## src/common/wit_params.svh

```systemverilog
// constants of the watchdog / interval timer: offsets, fields, resets, timing
// assumes a 16-bit register address space and a 100 MHz ref_clk
//
// Overview of operation
// RQ1: software sets mode select and timer enable to run as watchdog.
// RQ2: software rewrites the counter, usually with zero, before it overflows.
// RQ3: watchdog overflow asserts the chip-wide internal reset for 518 states.
// RQ4: with reset output enabled, drive external reset low 132 states, else none.
// RQ5: watchdog reset shares the pin reset vector; the flag tells them apart.
// RQ6: pin reset together with watchdog reset is treated as a pin reset.
// RQ7: interval mode: mode select 0, enable 1, interrupt at each overflow.
// RQ8: overflow sets the overflow flag and fires reset or interrupt together.
// RQ9: watchdog reset flag sets only in watchdog mode with enable set.
// RQ10: watchdog overflow sets both flags; internal reset clears only overflow.
// RQ11: reset service software must clear the watchdog reset flag itself.
// RQ12: in interval mode the interrupt stands while the overflow flag is set.
// RQ13: counter write coinciding with a tick stores the data, skips increment.
// RQ14: software halts the counter before changing the clock select field.
// RQ15: clock select 0..7 picks system clock over 2,32,64,128,256,512,2048,4096.
// RQ16: with enable clear the counter is held at zero.
// RQ17: word writes carry password 5A for counter, A5 for control.
// RQ18: overflow flag clears only after it is read as 1 then written 0.
`ifndef WIT_PARAMS_SVH
`define WIT_PARAMS_SVH

`define WIT_ADDR_TIMER_WR   16'hFFA8
`define WIT_ADDR_RSTC_WR    16'hFFAA
`define WIT_ADDR_CTRL_RD    16'hFFA8
`define WIT_ADDR_CNT_RD     16'hFFA9
`define WIT_ADDR_RSTC_RD    16'hFFAB

`define WIT_PW_COUNTER      8'h5A
`define WIT_PW_CONTROL      8'hA5
`define WIT_RSTC_CLEAR_LO   8'h00

`define WIT_BIT_OVF         7
`define WIT_BIT_MODE        6
`define WIT_BIT_TME         5
`define WIT_BIT_WATCHDOG_RESET_FLAG        7
`define WIT_BIT_RESET_OUTPUT_ENABLE_BIT       6

`define WIT_CTRL_ONES       8'h18
`define WIT_RSTC_ONES       8'h3F
`define WIT_CNT_RST         8'h00
`define WIT_CKS_RST         3'h0

`define WIT_CLK_PERIOD_NS   10
`define WIT_STATE_NS        10
`define WIT_INT_RESET_STATES 518
`define WIT_EXT_RESET_STATES 132
`define WIT_INT_RESET_CYCLES \
	((`WIT_INT_RESET_STATES * `WIT_STATE_NS + `WIT_CLK_PERIOD_NS - 1) / `WIT_CLK_PERIOD_NS)
`define WIT_EXT_RESET_CYCLES \
	((`WIT_EXT_RESET_STATES * `WIT_STATE_NS + `WIT_CLK_PERIOD_NS - 1) / `WIT_CLK_PERIOD_NS)

// listed from select code 0 upward: index 0 is the first element
`define WIT_DIV_SHIFTS '{4'h1, 4'h5, 4'h6, 4'h7, 4'h8, 4'h9, 4'hB, 4'hC}

`endif

```

## src/common/wit_pkg.sv

```systemverilog
// types shared by the watchdog / interval timer modules
// assumes the constants header supplies all numeric values
package wit_pkg;

	typedef enum logic {WIT_MODE_INTERVAL, WIT_MODE_WATCHDOG} wit_mode_e;

	typedef enum logic [1:0] {WIT_PULSE_IDLE, WIT_PULSE_ACTIVE} wit_pulse_e;

	typedef logic [7:0] wit_byte_t;

endpackage : wit_pkg

```

## src/verilog/wit_prescaler.sv

```systemverilog
// prescaler producing one-cycle count ticks from ref_clk
// assumes run drops whenever the counter is halted or in internal reset
`timescale 1ns/100ps
`include "wit_params.svh"
module wit_prescaler #(
	parameter int PRE_W = 12
) (
	// clock and reset
	input  wire logic             ref_clk,
	input  wire logic             rst,
	// control
	input  wire logic             run,
	input  wire logic [2:0]       clock_select,
	// tick out
	output logic                  tick
);
	localparam logic [3:0] DIV_SHIFT [8] = `WIT_DIV_SHIFTS;

	logic [PRE_W-1:0] pre_reg;
	logic [PRE_W-1:0] pre_next;
	wire  [3:0]       shift_sel;
	wire  [PRE_W-1:0] div_mask;

	// shift 12 wraps to zero, so the mask becomes all ones for the largest divide
	assign shift_sel = DIV_SHIFT[clock_select];                    // [RQ15]
	assign div_mask  = (PRE_W'(1) << shift_sel) - PRE_W'(1);
	assign pre_next  = run ? pre_reg + PRE_W'(1) : '0;
	assign tick      = run && ((pre_reg & div_mask) == div_mask);  // [RQ15]

	always_ff @(posedge ref_clk or posedge rst)
	begin
		if (rst)
			pre_reg <= '0;
		else
			pre_reg <= pre_next;
	end

endmodule : wit_prescaler

```

## src/verilog/wit_pulse_timer.sv

```systemverilog
// fixed-length pulse stretcher: active for LENGTH cycles after start
// assumes start is a one-cycle pulse on ref_clk; a start while active restarts
`timescale 1ns/100ps
module wit_pulse_timer #(
	parameter int CNT_W  = 10,
	parameter int LENGTH = 518
) (
	// clock and reset
	input  wire logic ref_clk,
	input  wire logic rst,
	// trigger and output
	input  wire logic start,
	output logic      active
);
	wit_pkg::wit_pulse_e state_reg;
	wit_pkg::wit_pulse_e state_next;
	logic [CNT_W-1:0]    cnt_reg;
	logic [CNT_W-1:0]    cnt_next;

	always_comb
	begin
		state_next = state_reg;
		cnt_next   = cnt_reg;
		case (state_reg)
			wit_pkg::WIT_PULSE_IDLE:
				if (start)
				begin
					state_next = wit_pkg::WIT_PULSE_ACTIVE;
					cnt_next   = CNT_W'(LENGTH - 1);
				end
			wit_pkg::WIT_PULSE_ACTIVE:
				if (start)
					cnt_next = CNT_W'(LENGTH - 1);
				else if (cnt_reg == '0)
					state_next = wit_pkg::WIT_PULSE_IDLE;
				else
					cnt_next = cnt_reg - CNT_W'(1);
			default:
				state_next = wit_pkg::WIT_PULSE_IDLE;
		endcase
	end

	assign active = (state_reg == wit_pkg::WIT_PULSE_ACTIVE);

	always_ff @(posedge ref_clk or posedge rst)
	begin
		if (rst)
		begin
			state_reg <= wit_pkg::WIT_PULSE_IDLE;
			cnt_reg   <= '0;
		end
		else
		begin
			state_reg <= state_next;
			cnt_reg   <= cnt_next;
		end
	end

endmodule : wit_pulse_timer

```

## src/verilog/wit_top.sv

```systemverilog
// watchdog / interval timer: password-protected registers, counter, reset pulses
// assumes rst is the synchronised pin reset and the bus master is on ref_clk
`timescale 1ns/100ps
`include "wit_params.svh"
module wit_top #(
	parameter int INT_CNT_W = 10,
	parameter int EXT_CNT_W = 8
) (
	// clock and pin reset
	input  wire logic        ref_clk,
	input  wire logic        rst,
	// register port
	input  wire logic [15:0] reg_addr,
	input  wire logic [15:0] reg_wdata,
	input  wire logic        reg_wr,
	input  wire logic        reg_rd,
	output logic      [7:0]  reg_rdata,
	// reset and interrupt outputs
	output logic             chip_reset_out,
	output logic             reset_output_pin_n,
	output logic             interval_interrupt
);
	localparam int INT_CYCLES = `WIT_INT_RESET_CYCLES;
	localparam int EXT_CYCLES = `WIT_EXT_RESET_CYCLES;

	// timer control register fields
	logic                overflow_flag;
	logic                overflow_flag_next;
	wit_pkg::wit_mode_e  mode_select_bit;
	wit_pkg::wit_mode_e  mode_select_next;
	logic                timer_enable_bit;
	logic                timer_enable_next;
	logic [2:0]          clock_select_field;
	logic [2:0]          clock_select_next;
	// counter and reset control fields
	wit_pkg::wit_byte_t  timer_counter_reg;
	wit_pkg::wit_byte_t  timer_counter_next;
	logic                watchdog_reset_flag;
	logic                watchdog_reset_next;
	logic                reset_output_enable_bit;
	logic                reset_output_enable_next;
	// read-before-clear arming
	logic                ovf_armed_reg;
	logic                ovf_armed_next;
	logic                watchdog_reset_flag_armed_reg;
	logic                watchdog_reset_flag_armed_next;
	// read port
	wit_pkg::wit_byte_t  rdata_reg;
	wit_pkg::wit_byte_t  rdata_next;

	wire                 count_tick;
	wire                 int_active;
	wire                 ext_active;

	// write decode
	wire [7:0] wr_hi        = reg_wdata[15:8];
	wire [7:0] wr_lo        = reg_wdata[7:0];
	wire       wr_timer     = reg_wr && (reg_addr == `WIT_ADDR_TIMER_WR);
	wire       wr_counter   = wr_timer && (wr_hi == `WIT_PW_COUNTER);       // [RQ17]
	wire       wr_control   = wr_timer && (wr_hi == `WIT_PW_CONTROL);       // [RQ17]
	wire       wr_rstc      = reg_wr && (reg_addr == `WIT_ADDR_RSTC_WR);
	wire       wr_rstc_clr  = wr_rstc && (wr_hi == `WIT_PW_CONTROL)
	                          && (wr_lo == `WIT_RSTC_CLEAR_LO);
	wire       wr_rstc_oe   = wr_rstc && (wr_hi == `WIT_PW_COUNTER);

	// read decode
	wire       rd_ctrl      = reg_rd && (reg_addr == `WIT_ADDR_CTRL_RD);
	wire       rd_cnt       = reg_rd && (reg_addr == `WIT_ADDR_CNT_RD);
	wire       rd_rstc      = reg_rd && (reg_addr == `WIT_ADDR_RSTC_RD);

	// counter events
	wire       is_watchdog  = (mode_select_bit == wit_pkg::WIT_MODE_WATCHDOG);
	wire       counting     = timer_enable_bit && !chip_reset_out;
	// a tick during a counter write is dropped: the write wins
	wire       tick_taken   = count_tick && counting && !wr_counter;       // [RQ13]
	wire       overflow     = tick_taken && (timer_counter_reg == 8'hFF);
	wire       wd_overflow  = overflow && is_watchdog && timer_enable_bit; // [RQ9]
	wire       ovf_clear    = wr_control && ovf_armed_reg && !wr_lo[`WIT_BIT_OVF];
	wire       watchdog_reset_flag_clear   = wr_rstc_clr && watchdog_reset_flag_armed_reg;

	// read images; reserved bits read as one
	wire [7:0] ctrl_image   = {overflow_flag, is_watchdog, timer_enable_bit, 2'b00,
	                           clock_select_field} | `WIT_CTRL_ONES;
	wire [7:0] rstc_image   = {watchdog_reset_flag, reset_output_enable_bit, 6'h00}
	                          | `WIT_RSTC_ONES;

	wit_prescaler #(
		.PRE_W        (12)
	) u_prescaler (
		.ref_clk      (ref_clk),
		.rst          (rst),
		.run          (counting),
		.clock_select (clock_select_field),
		.tick         (count_tick)
	);

	// internal chip reset, started by a watchdog overflow
	wit_pulse_timer #(
		.CNT_W   (INT_CNT_W),
		.LENGTH  (INT_CYCLES)
	) u_int_reset (
		.ref_clk (ref_clk),
		.rst     (rst),
		.start   (wd_overflow),                                            // [RQ3]
		.active  (int_active)
	);

	// external reset pulse, only when the output is enabled
	wit_pulse_timer #(
		.CNT_W   (EXT_CNT_W),
		.LENGTH  (EXT_CYCLES)
	) u_ext_reset (
		.ref_clk (ref_clk),
		.rst     (rst),
		.start   (wd_overflow && reset_output_enable_bit),                 // [RQ4]
		.active  (ext_active)
	);

	// the same reset line as the pin path; software reads the flag to tell them apart
	assign chip_reset_out     = int_active;                                // [RQ5]
	assign reset_output_pin_n = !ext_active;                               // [RQ4]
	assign interval_interrupt = overflow_flag && !is_watchdog;             // [RQ12] [RQ7]
	assign reg_rdata          = rdata_reg;

	// counter: held at zero when halted or in internal reset
	assign timer_counter_next = (!counting) ? `WIT_CNT_RST :               // [RQ16]
	                            wr_counter  ? wr_lo :                      // [RQ13]
	                            tick_taken  ? timer_counter_reg + 8'h01 :
	                                          timer_counter_reg;

	// set wins over a clear in the same cycle
	assign overflow_flag_next = chip_reset_out ? 1'b0 :                    // [RQ10]
	                            overflow       ? 1'b1 :                    // [RQ8]
	                            ovf_clear      ? 1'b0 :                    // [RQ18]
	                                             overflow_flag;
	assign ovf_armed_next     = (chip_reset_out || ovf_clear || !overflow_flag) ? 1'b0 :
	                            (rd_ctrl && overflow_flag) ? 1'b1 : ovf_armed_reg;

	// control bits return to reset values during the internal reset
	assign mode_select_next   = chip_reset_out ? wit_pkg::WIT_MODE_INTERVAL :
	                            wr_control ? wit_pkg::wit_mode_e'(wr_lo[`WIT_BIT_MODE]) :
	                                         mode_select_bit;
	assign timer_enable_next  = chip_reset_out ? 1'b0 :
	                            wr_control ? wr_lo[`WIT_BIT_TME] : timer_enable_bit;
	// a select change while counting takes effect at once; software halts first
	assign clock_select_next  = chip_reset_out ? `WIT_CKS_RST :
	                            wr_control ? wr_lo[2:0] : clock_select_field;

	// reset control bits survive the internal reset; the pin reset or a software write clears them
	assign watchdog_reset_next = wd_overflow ? 1'b1 :                      // [RQ10]
	                             watchdog_reset_flag_clear  ? 1'b0 :                      // [RQ11]
	                                           watchdog_reset_flag;
	assign watchdog_reset_flag_armed_next     = (watchdog_reset_flag_clear || !watchdog_reset_flag) ? 1'b0 :
	                             (rd_rstc && watchdog_reset_flag) ? 1'b1 : watchdog_reset_flag_armed_reg;
	assign reset_output_enable_next = wr_rstc_oe ? wr_lo[`WIT_BIT_RESET_OUTPUT_ENABLE_BIT] :
	                                               reset_output_enable_bit;

	// unmapped reads return zero
	assign rdata_next = rd_ctrl ? ctrl_image :
	                    rd_cnt  ? timer_counter_reg :
	                    rd_rstc ? rstc_image : 8'h00;

	// pin reset clears everything, so a coincident watchdog overflow is lost
	always_ff @(posedge ref_clk or posedge rst)
	begin
		if (rst)                                                           // [RQ6]
		begin
			overflow_flag           <= 1'b0;
			mode_select_bit         <= wit_pkg::WIT_MODE_INTERVAL;
			timer_enable_bit        <= 1'b0;
			clock_select_field      <= `WIT_CKS_RST;
			timer_counter_reg       <= `WIT_CNT_RST;
			ovf_armed_reg           <= 1'b0;
		end
		else
		begin
			overflow_flag           <= overflow_flag_next;
			mode_select_bit         <= mode_select_next;
			timer_enable_bit        <= timer_enable_next;
			clock_select_field      <= clock_select_next;
			timer_counter_reg       <= timer_counter_next;
			ovf_armed_reg           <= ovf_armed_next;
		end
	end

	always_ff @(posedge ref_clk or posedge rst)
	begin
		if (rst)                                                           // [RQ6]
		begin
			watchdog_reset_flag     <= 1'b0;
			reset_output_enable_bit <= 1'b0;
			watchdog_reset_flag_armed_reg          <= 1'b0;
			rdata_reg               <= 8'h00;
		end
		else
		begin
			watchdog_reset_flag     <= watchdog_reset_next;
			reset_output_enable_bit <= reset_output_enable_next;
			watchdog_reset_flag_armed_reg          <= watchdog_reset_flag_armed_next;
			rdata_reg               <= rdata_next;
		end
	end

	// helper counters measuring pulse lengths
	logic [15:0] int_len_reg;
	logic [15:0] ext_len_reg;

	always_ff @(posedge ref_clk or posedge rst)
	begin
		if (rst)
		begin
			int_len_reg <= 16'h0000;
			ext_len_reg <= 16'h0000;
		end
		else
		begin
			int_len_reg <= chip_reset_out ? int_len_reg + 16'h0001 : 16'h0000;
			ext_len_reg <= !reset_output_pin_n ? ext_len_reg + 16'h0001 : 16'h0000;
		end
	end
endmodule : wit_top

```

## config.mk

```make
export PLATFORM = sky130hd
export DESIGN_NAME = wit_top
export DESIGN_NICKNAME = d
export VERILOG_FILES = /design/src/common/wit_pkg.sv /design/src/verilog/wit_prescaler.sv /design/src/verilog/wit_pulse_timer.sv /design/src/verilog/wit_top.sv
export VERILOG_INCLUDE_DIRS = /design/src /design/src/common
export SDC_FILE = /design/constraint.sdc
export NUM_CORES = 1
export LEC_CHECK = 0
export BUFFER_PORTS_ARGS = -buffer_cell sky130_fd_sc_hd__buf_2
export CORE_ASPECT_RATIO = 0.5
export CORE_UTILIZATION = 45
export DETAILED_ROUTE_END_ITERATION = 16
export MAX_ROUTING_LAYER = met4
export PLACE_DENSITY = 0.73
export SLEW_MARGIN = 0
export SYNTH_ARGS = -nofsm -noshare
export SYNTH_HDL_FRONTEND = slang
export SYNTH_HIERARCHICAL = 1
export SYNTH_SLANG_ARGS = --single-unit
```

## constraint.sdc

```tcl
create_clock -name ref_clk -period 7.37 [get_ports ref_clk]
set_input_delay 0.737 -clock ref_clk [delete_from_list [all_inputs] [get_ports ref_clk]]
set_output_delay 0.737 -clock ref_clk [all_outputs]
set_load 0.05 [all_outputs]
```

* Word level (Yosys, flattened, before mapping)
Memories as Yosys holds them, arrays and structs flattened.
Index checks and enable logic that the tools add are counted.
** Cells by class
- Add/subtract/negate cells :: 5
- Magnitude comparators :: 1
- Equality and inequality tests :: 19
- Shift operators :: 1
- Muxes and demuxes :: 40
- Bitwise operators :: 2
- Reduce and logical (&&, ||, !) cells :: 50
** Operators with widths (number)
- $mux 8 :: 9
- $eq 16x16->1 const B :: 4
- $mux 10 :: 3
- $logic_and 1x1->1 :: 24
- $pmux 10 s2 :: 1
- $eq 8x8->1 const B :: 2
- $logic_not 8->1 :: 2
- $pmux 8 s2 :: 1
- $mux 1 :: 13
- $add 12x1->12 const B :: 1
- $and 12x12->12 :: 1
- $eq 12x12->1 :: 1
- $mux 12 :: 1
- $mux 2 :: 6
- $reduce_and 3->1 :: 4
- $reduce_bool 2->1 :: 6
- $shl 1x4->12 const A :: 1
- $sub 12x2->12 const B :: 1
- $logic_not 10->1 :: 1
- $sub 10x1->10 const B :: 1
- $add 8x1->8 const B :: 1
- $eq 8x7->1 const B :: 1
- $mux 4 :: 2
- $pmux 2 s2 :: 2
- other kinds (13) :: 29
** Word-level totals
- Flip-flop bits (word level) :: 60
- Memory bits (read-only) :: 32
- Output and inout port bits :: 11
- Memories kept :: 1
** Memories
- (no name shown) :: depth 8, bits a word 4, rd ports 1, clocked after memory_dff 0, wr ports 0, line wit_prescaler.sv:25 : assign shift_sel = DIV_SHIFT[clock_select];

* Depth between registers and ports, before layout
- Word-level depth :: 17
- Depth in mapped cells :: 15
- Depth with buffers taken out :: 14

* Modules after synthesis
The synthesis kept the hierarchy.
** By module, submodules not included
- wit_top :: times used 1, cells each 158, area each 1574.0 um^2, seq. area each 650.6 um^2
- wit_prescaler :: times used 1, cells each 87, area each 850.8 um^2, seq. area each 300.3 um^2
- wit_pulse_timer (u_int_reset) :: times used 1, cells each 70, area each 643.1 um^2, seq. area each 275.3 um^2
- wit_pulse_timer (u_ext_reset) :: times used 1, cells each 50, area each 496.7 um^2, seq. area each 225.2 um^2

* Worst setup path before layout
No wires, ideal clock.
- Kind :: register to register
- From :: reg u_int_reset.state_reg[0]
- To :: reg u_int_reset.cnt_reg[7]
- Setup time :: 139 ps
- Arrival time :: 3349 ps
- Required time :: 7231 ps
- Path slack :: 3883 ps
- Cell stages (with the launch flop) :: 15
- Path buffers :: 3
- Clock period less this slack :: 3487 ps
- Path through :: dfrtp_1 nor2b_1 buf_6 clkbuf_1 o21ai_0 a2111oi_2 o2111a_1 nand4_1 nor2_1 nand4_1 nor3_1 clkbuf_1 inv_1 o311ai_0 o31ai_1
** Between the ends
- Word-level cells in the longest chain between the ends :: 11
- Elaborated cells between the ends (all ways) :: 16
- Classes of those cells :: eq/ne (3); mux (2); reduce/logical (11)
** RTL lines
- from (decl) :: line wit_pulse_timer.sv:15 : wit_pkg::wit_pulse_e state_reg;
- from (signal assigned) :: line wit_pulse_timer.sv:49 : state_reg <= wit_pkg::WIT_PULSE_IDLE;
- from (signal assigned) :: line wit_pulse_timer.sv:54 : state_reg <= state_next;
- $eq 2x1->1 (*) :: line wit_pulse_timer.sv:43 : assign active = (state_reg == wit_pkg::WIT_PULSE_ACTIVE);
- $logic_not 1->1 (*) :: line wit_top.sv:73 : wire counting = timer_enable_bit && !chip_reset_out;
- $logic_and 1x1->1 (*) :: line wit_top.sv:73
- via counting :: line wit_top.sv:73
- $logic_and 1x1->1 (*) :: line wit_prescaler.sv:28 : assign tick = run && ((pre_reg & div_mask) == div_mask);
- via count_tick :: line wit_top.sv:51 : wire count_tick;
- $logic_and 1x1->1 (*) (2 in a row) :: line wit_top.sv:75 : wire tick_taken = count_tick && counting && !wr_counter;
- $logic_and 1x1->1 (*) :: line wit_top.sv:76 : wire overflow = tick_taken && (timer_counter_reg == 8'hFF);
- $logic_and 1x1->1 (*) (2 in a row) :: line wit_top.sv:77 : wire wd_overflow = overflow && is_watchdog && timer_enable_bit;
- $ne 3x3->1 (no source line) (tied with other cells)
- $reduce_and 3->1 (no source line) or $pmux 10 s2 (tied branches)
- to (signal assigned) :: line wit_pulse_timer.sv:55 : cnt_reg <= cnt_next;
- to (decl) :: line wit_pulse_timer.sv:17 : logic [CNT_W-1:0] cnt_reg;
The timed path passes the listed nets; every way through them passes the cells marked *.
A chain may end at the register's enable or synchronous reset.

* Worst setup path after layout
- From :: reg clock_select_field[1]
- To :: reg u_int_reset.cnt_reg[4]
** Between the ends
- Word-level cells in the longest chain between the ends :: 16
- Elaborated cells between the ends (all ways) :: 19
- Classes of those cells :: add/sub (1); eq/ne (3); shift (1); mux (4); bitwise (2); reduce/logical (7); memory (1)
** RTL lines
- from (decl) :: line wit_top.sv:33 : logic [2:0] clock_select_field;
- from (signal assigned) :: line wit_top.sv:171 : clock_select_field <= `WIT_CKS_RST;
- from (signal assigned) :: line wit_top.sv:180 : clock_select_field <= clock_select_next;
- $not 3->4 (implied by the code) (*) :: line wit_prescaler.sv:25
- $mem_v2 8x4 (*)
- $mux 4 (implied by the code) (*) (2 in a row) :: line wit_prescaler.sv:25
- $shl 1x4->12 (*) :: line wit_prescaler.sv:26 : assign div_mask = (PRE_W'(1) << shift_sel) - PRE_W'(1);
- $sub 12x2->12 (*) :: line wit_prescaler.sv:26
- $and 12x12->12 :: line wit_prescaler.sv:28
- $eq 12x12->1 (*) :: line wit_prescaler.sv:28
- $logic_and 1x1->1 (*) :: line wit_prescaler.sv:28
- via count_tick :: line wit_top.sv:51
- $logic_and 1x1->1 (*) (2 in a row) :: line wit_top.sv:75
- $logic_and 1x1->1 (*) :: line wit_top.sv:76
- $logic_and 1x1->1 (*) (2 in a row) :: line wit_top.sv:77
- $ne 3x3->1 (no source line) (tied with other cells)
- $reduce_and 3->1 (no source line) or $pmux 10 s2 (tied branches)
The timed path passes the listed nets; every way through them passes the cells marked *. The select of a mux whose other input is x is not followed.

==> run metrics <==
status=finished, final reports clean; crit path kind=flip-flop to flip-flop; Largest register FFs=12; I/O Buffers=46; Slew Limit Headroom=31.70%; TritonCTS Sinks=58; drc violations=0; post-synthesis average cell area=9.766 sq um; Post-synth ARST share=100.0%; Clock Skew=6.820 ps; CP Data Required Time=7560 ps; Clock transition at path regs=50 ps; Synth Net Count=411; Core Rows=22; WL/cell=15.17 um; Tmin final=4081 ps; Worst Path Arrival=4270 ps; largest net degree at the start of global routing=29; share of the synthesized area in the top cell type=40.72%; latest clock arrival within the worst-skew pair=320 ps; area grow syn2layout=17.13%; cell count after synthesis=365; crit-path max FO=13; Hold Vio Cnt, Final=0; final wirelength=7.982 mm; RSZ-0062 raised after global routing=no; fin. max-slew vios=0; DRT iter0 DRCs=289; Clock Tree Buf Depth=2; power density of the placed cells=183.2 mW/mm^2; post-CTS sizing=0; core region area=0.007487 sq mm; worst setup margin=3289 ps; vias in the first global route=2860; Yosys warning count=6; Core Util, Final=55.77%; Die Y=64.94 um; first-pass GRT wire length=13.89 mm; H-tree Lvls=3; Synth area leader=dfrtp_1; Post-synth EDFFs=0; CP Launch Type=flip-flop; total grt overflow=0; DP HPWL=5.680 mm; Synth area leaders=dfrtp_1, ha_1, nand2_1, mux2i_1, o21ai_0; 1st-pass router iterations=4; Chip Width=127.9 um; antenna violations before repair=0; Final Non-Filler Cells=526; IO Pins=47; setup bufs post-CTS=0; starting density of the core=47.61%; most common cell after layout, fill and taps aside=dfrtp_1; hold_buf cts=0; layout cell share with drive strength beyond 1=20.81%; setup violators final=0; Hold Crit Class=input pin to asynchronous set/reset pin; IR drop worst, VDD=126.2 uV; pre-CTS WS=3000 ps; Post-Route Setup TNS=0 ps; diodes inserted=0; critical path endpoint category=flip-flop; Post-layout nets=459; Final GP Congestion=0.8651; max cap viols=0; CTS tree=yes; Vias/cell=5.532; post-route ant nets=0; GRT Total Usage=22.44%; via count=2910; ys flop type=dfrtp_1; register area share after synthesis=40.72%; Yosys reg bits=58; most frequent cells in the layout=dfrtp_1, buf_2, nand2_1; Inserted Clock Buffers=9; Slew @ Worst Pin=1022 ps; Synth Cell Area=0.003565 sq mm; die area=0.008303 sq mm; final worst-path cycle share=55.37%; Leak=1.782 nW; placed cell count=509; Synth cell types=70; fmax=245.0 MHz; Root Driver=clkbuf_16
## area by class of cell
type,count,area (sq um)
multi-input cells,281,1991
inverters,15,56.30
clock buffers,14,264.0
flip-flops and latches,58,1451
repair buffers,48,242.7
clock inverters,2,35.03
fillers,689,3312
well taps,108,135.1
## cells in the mapped netlist, types with 2 or more instances
cell and n:
dfrtp_1 58, nand2_1 33, o21ai_0 22, a21oi_1 19, nor2_1 18, inv_1 15, nor3_1 14, nand4_1 12
and2_1 11, mux2i_1 11, ha_1 10, nor2b_1 9, clkbuf_1 8, nand3_1 8, xnor2_1 8, xor2_1 8
nand3b_1 6, nor4_1 6, o31ai_1 5, or4_1 5, nand2b_1 4, nor4b_1 4, a2111o_1 3, a31oi_1 3
mux2_2 3, nand4b_1 3, nor3b_1 3, or3_1 3, or3b_2 3, a211o_2 2, a21boi_1 2, a22oi_1 2
buf_6 2, o211a_1 2, o21a_1 2, o311ai_0 2, or2_2 2, or4_4 2
## metal layers
layer | GRT usage, % | vias up | routed length [um]
met5 | - | - | 0
met2 | 36.14 | 51 | 3894
met4 | 7.206 | 0 | 87
met3 | 6.276 | 15 | 322
li1 | - | 1449 | -
met1 | 27.56 | 1395 | 3676
## cell families (layout without fill, tap and decap cells)
kind of cell             after synthesis  after routing  synth area share, %
AO/OA/AOI/OAI                         78             78                15.23
XOR/XNOR                              16             16                3.931
adder cells (fa/ha/maj)               10             10                3.510
buffers and inverters                 26             79                3.615
flip-flops                            58             58                40.72
multiplexers                          15             15                4.352
AND/OR/NAND/NOR                      162            162                28.64
## stage by stage
step	power [mW]	hold WS, ps	cell area [sq um]
after detailed placement	0.3541	505.0	3871
final	0.7651	435.5	4175
after CTS	0.7731	446.0	4170
after floorplan	0.3373	455.5	3565
after global placement	0.3538	491.0	3871
after global routing	0.7934	463.8	4175
## report_power, final
part / internal (mW) / switching (mW)
Combinational: 0.0111 / 0.0183
Clock: 0.279 / 0.137
Sequential: 0.319 / 0.0000367
Total: 0.610 / 0.156
## worst max-delay path, stage by stage, from the launching register on
cell	delay (ps)
dfrtp_1	520
inv_1	100
ha_1	300
nand3b_1	120
ha_1	290
o21ai_0	100
a2111oi_2	230
o2111a_1	370
nand4_1	250
nor2_1	170
nand4_1	180
nor3_1	640
clkbuf_2	310
inv_1	120
o311ai_0	110
o41ai_1	130
## path summary, 6_finish.rpt
check	startpoint	to	slack [ps]	depth (start not counted)
worst max-delay path	clock_select_field[1]	u_int_reset/cnt_reg[4]	3290	15
worst min-delay path	rst	u_ext_reset/cnt_reg[1]	440	2
worst max register to register	clock_select_field[1]	u_int_reset/cnt_reg[4]	3290	15
worst min register to register	reset_output_enable_bit	reset_output_enable_bit	520	1
max in group asynchronous	rst	timer_counter_reg[7]	6060	2
min in group ref_clk	reset_output_enable_bit	reset_output_enable_bit	520	1
Power figures use the tool's default switching activity.
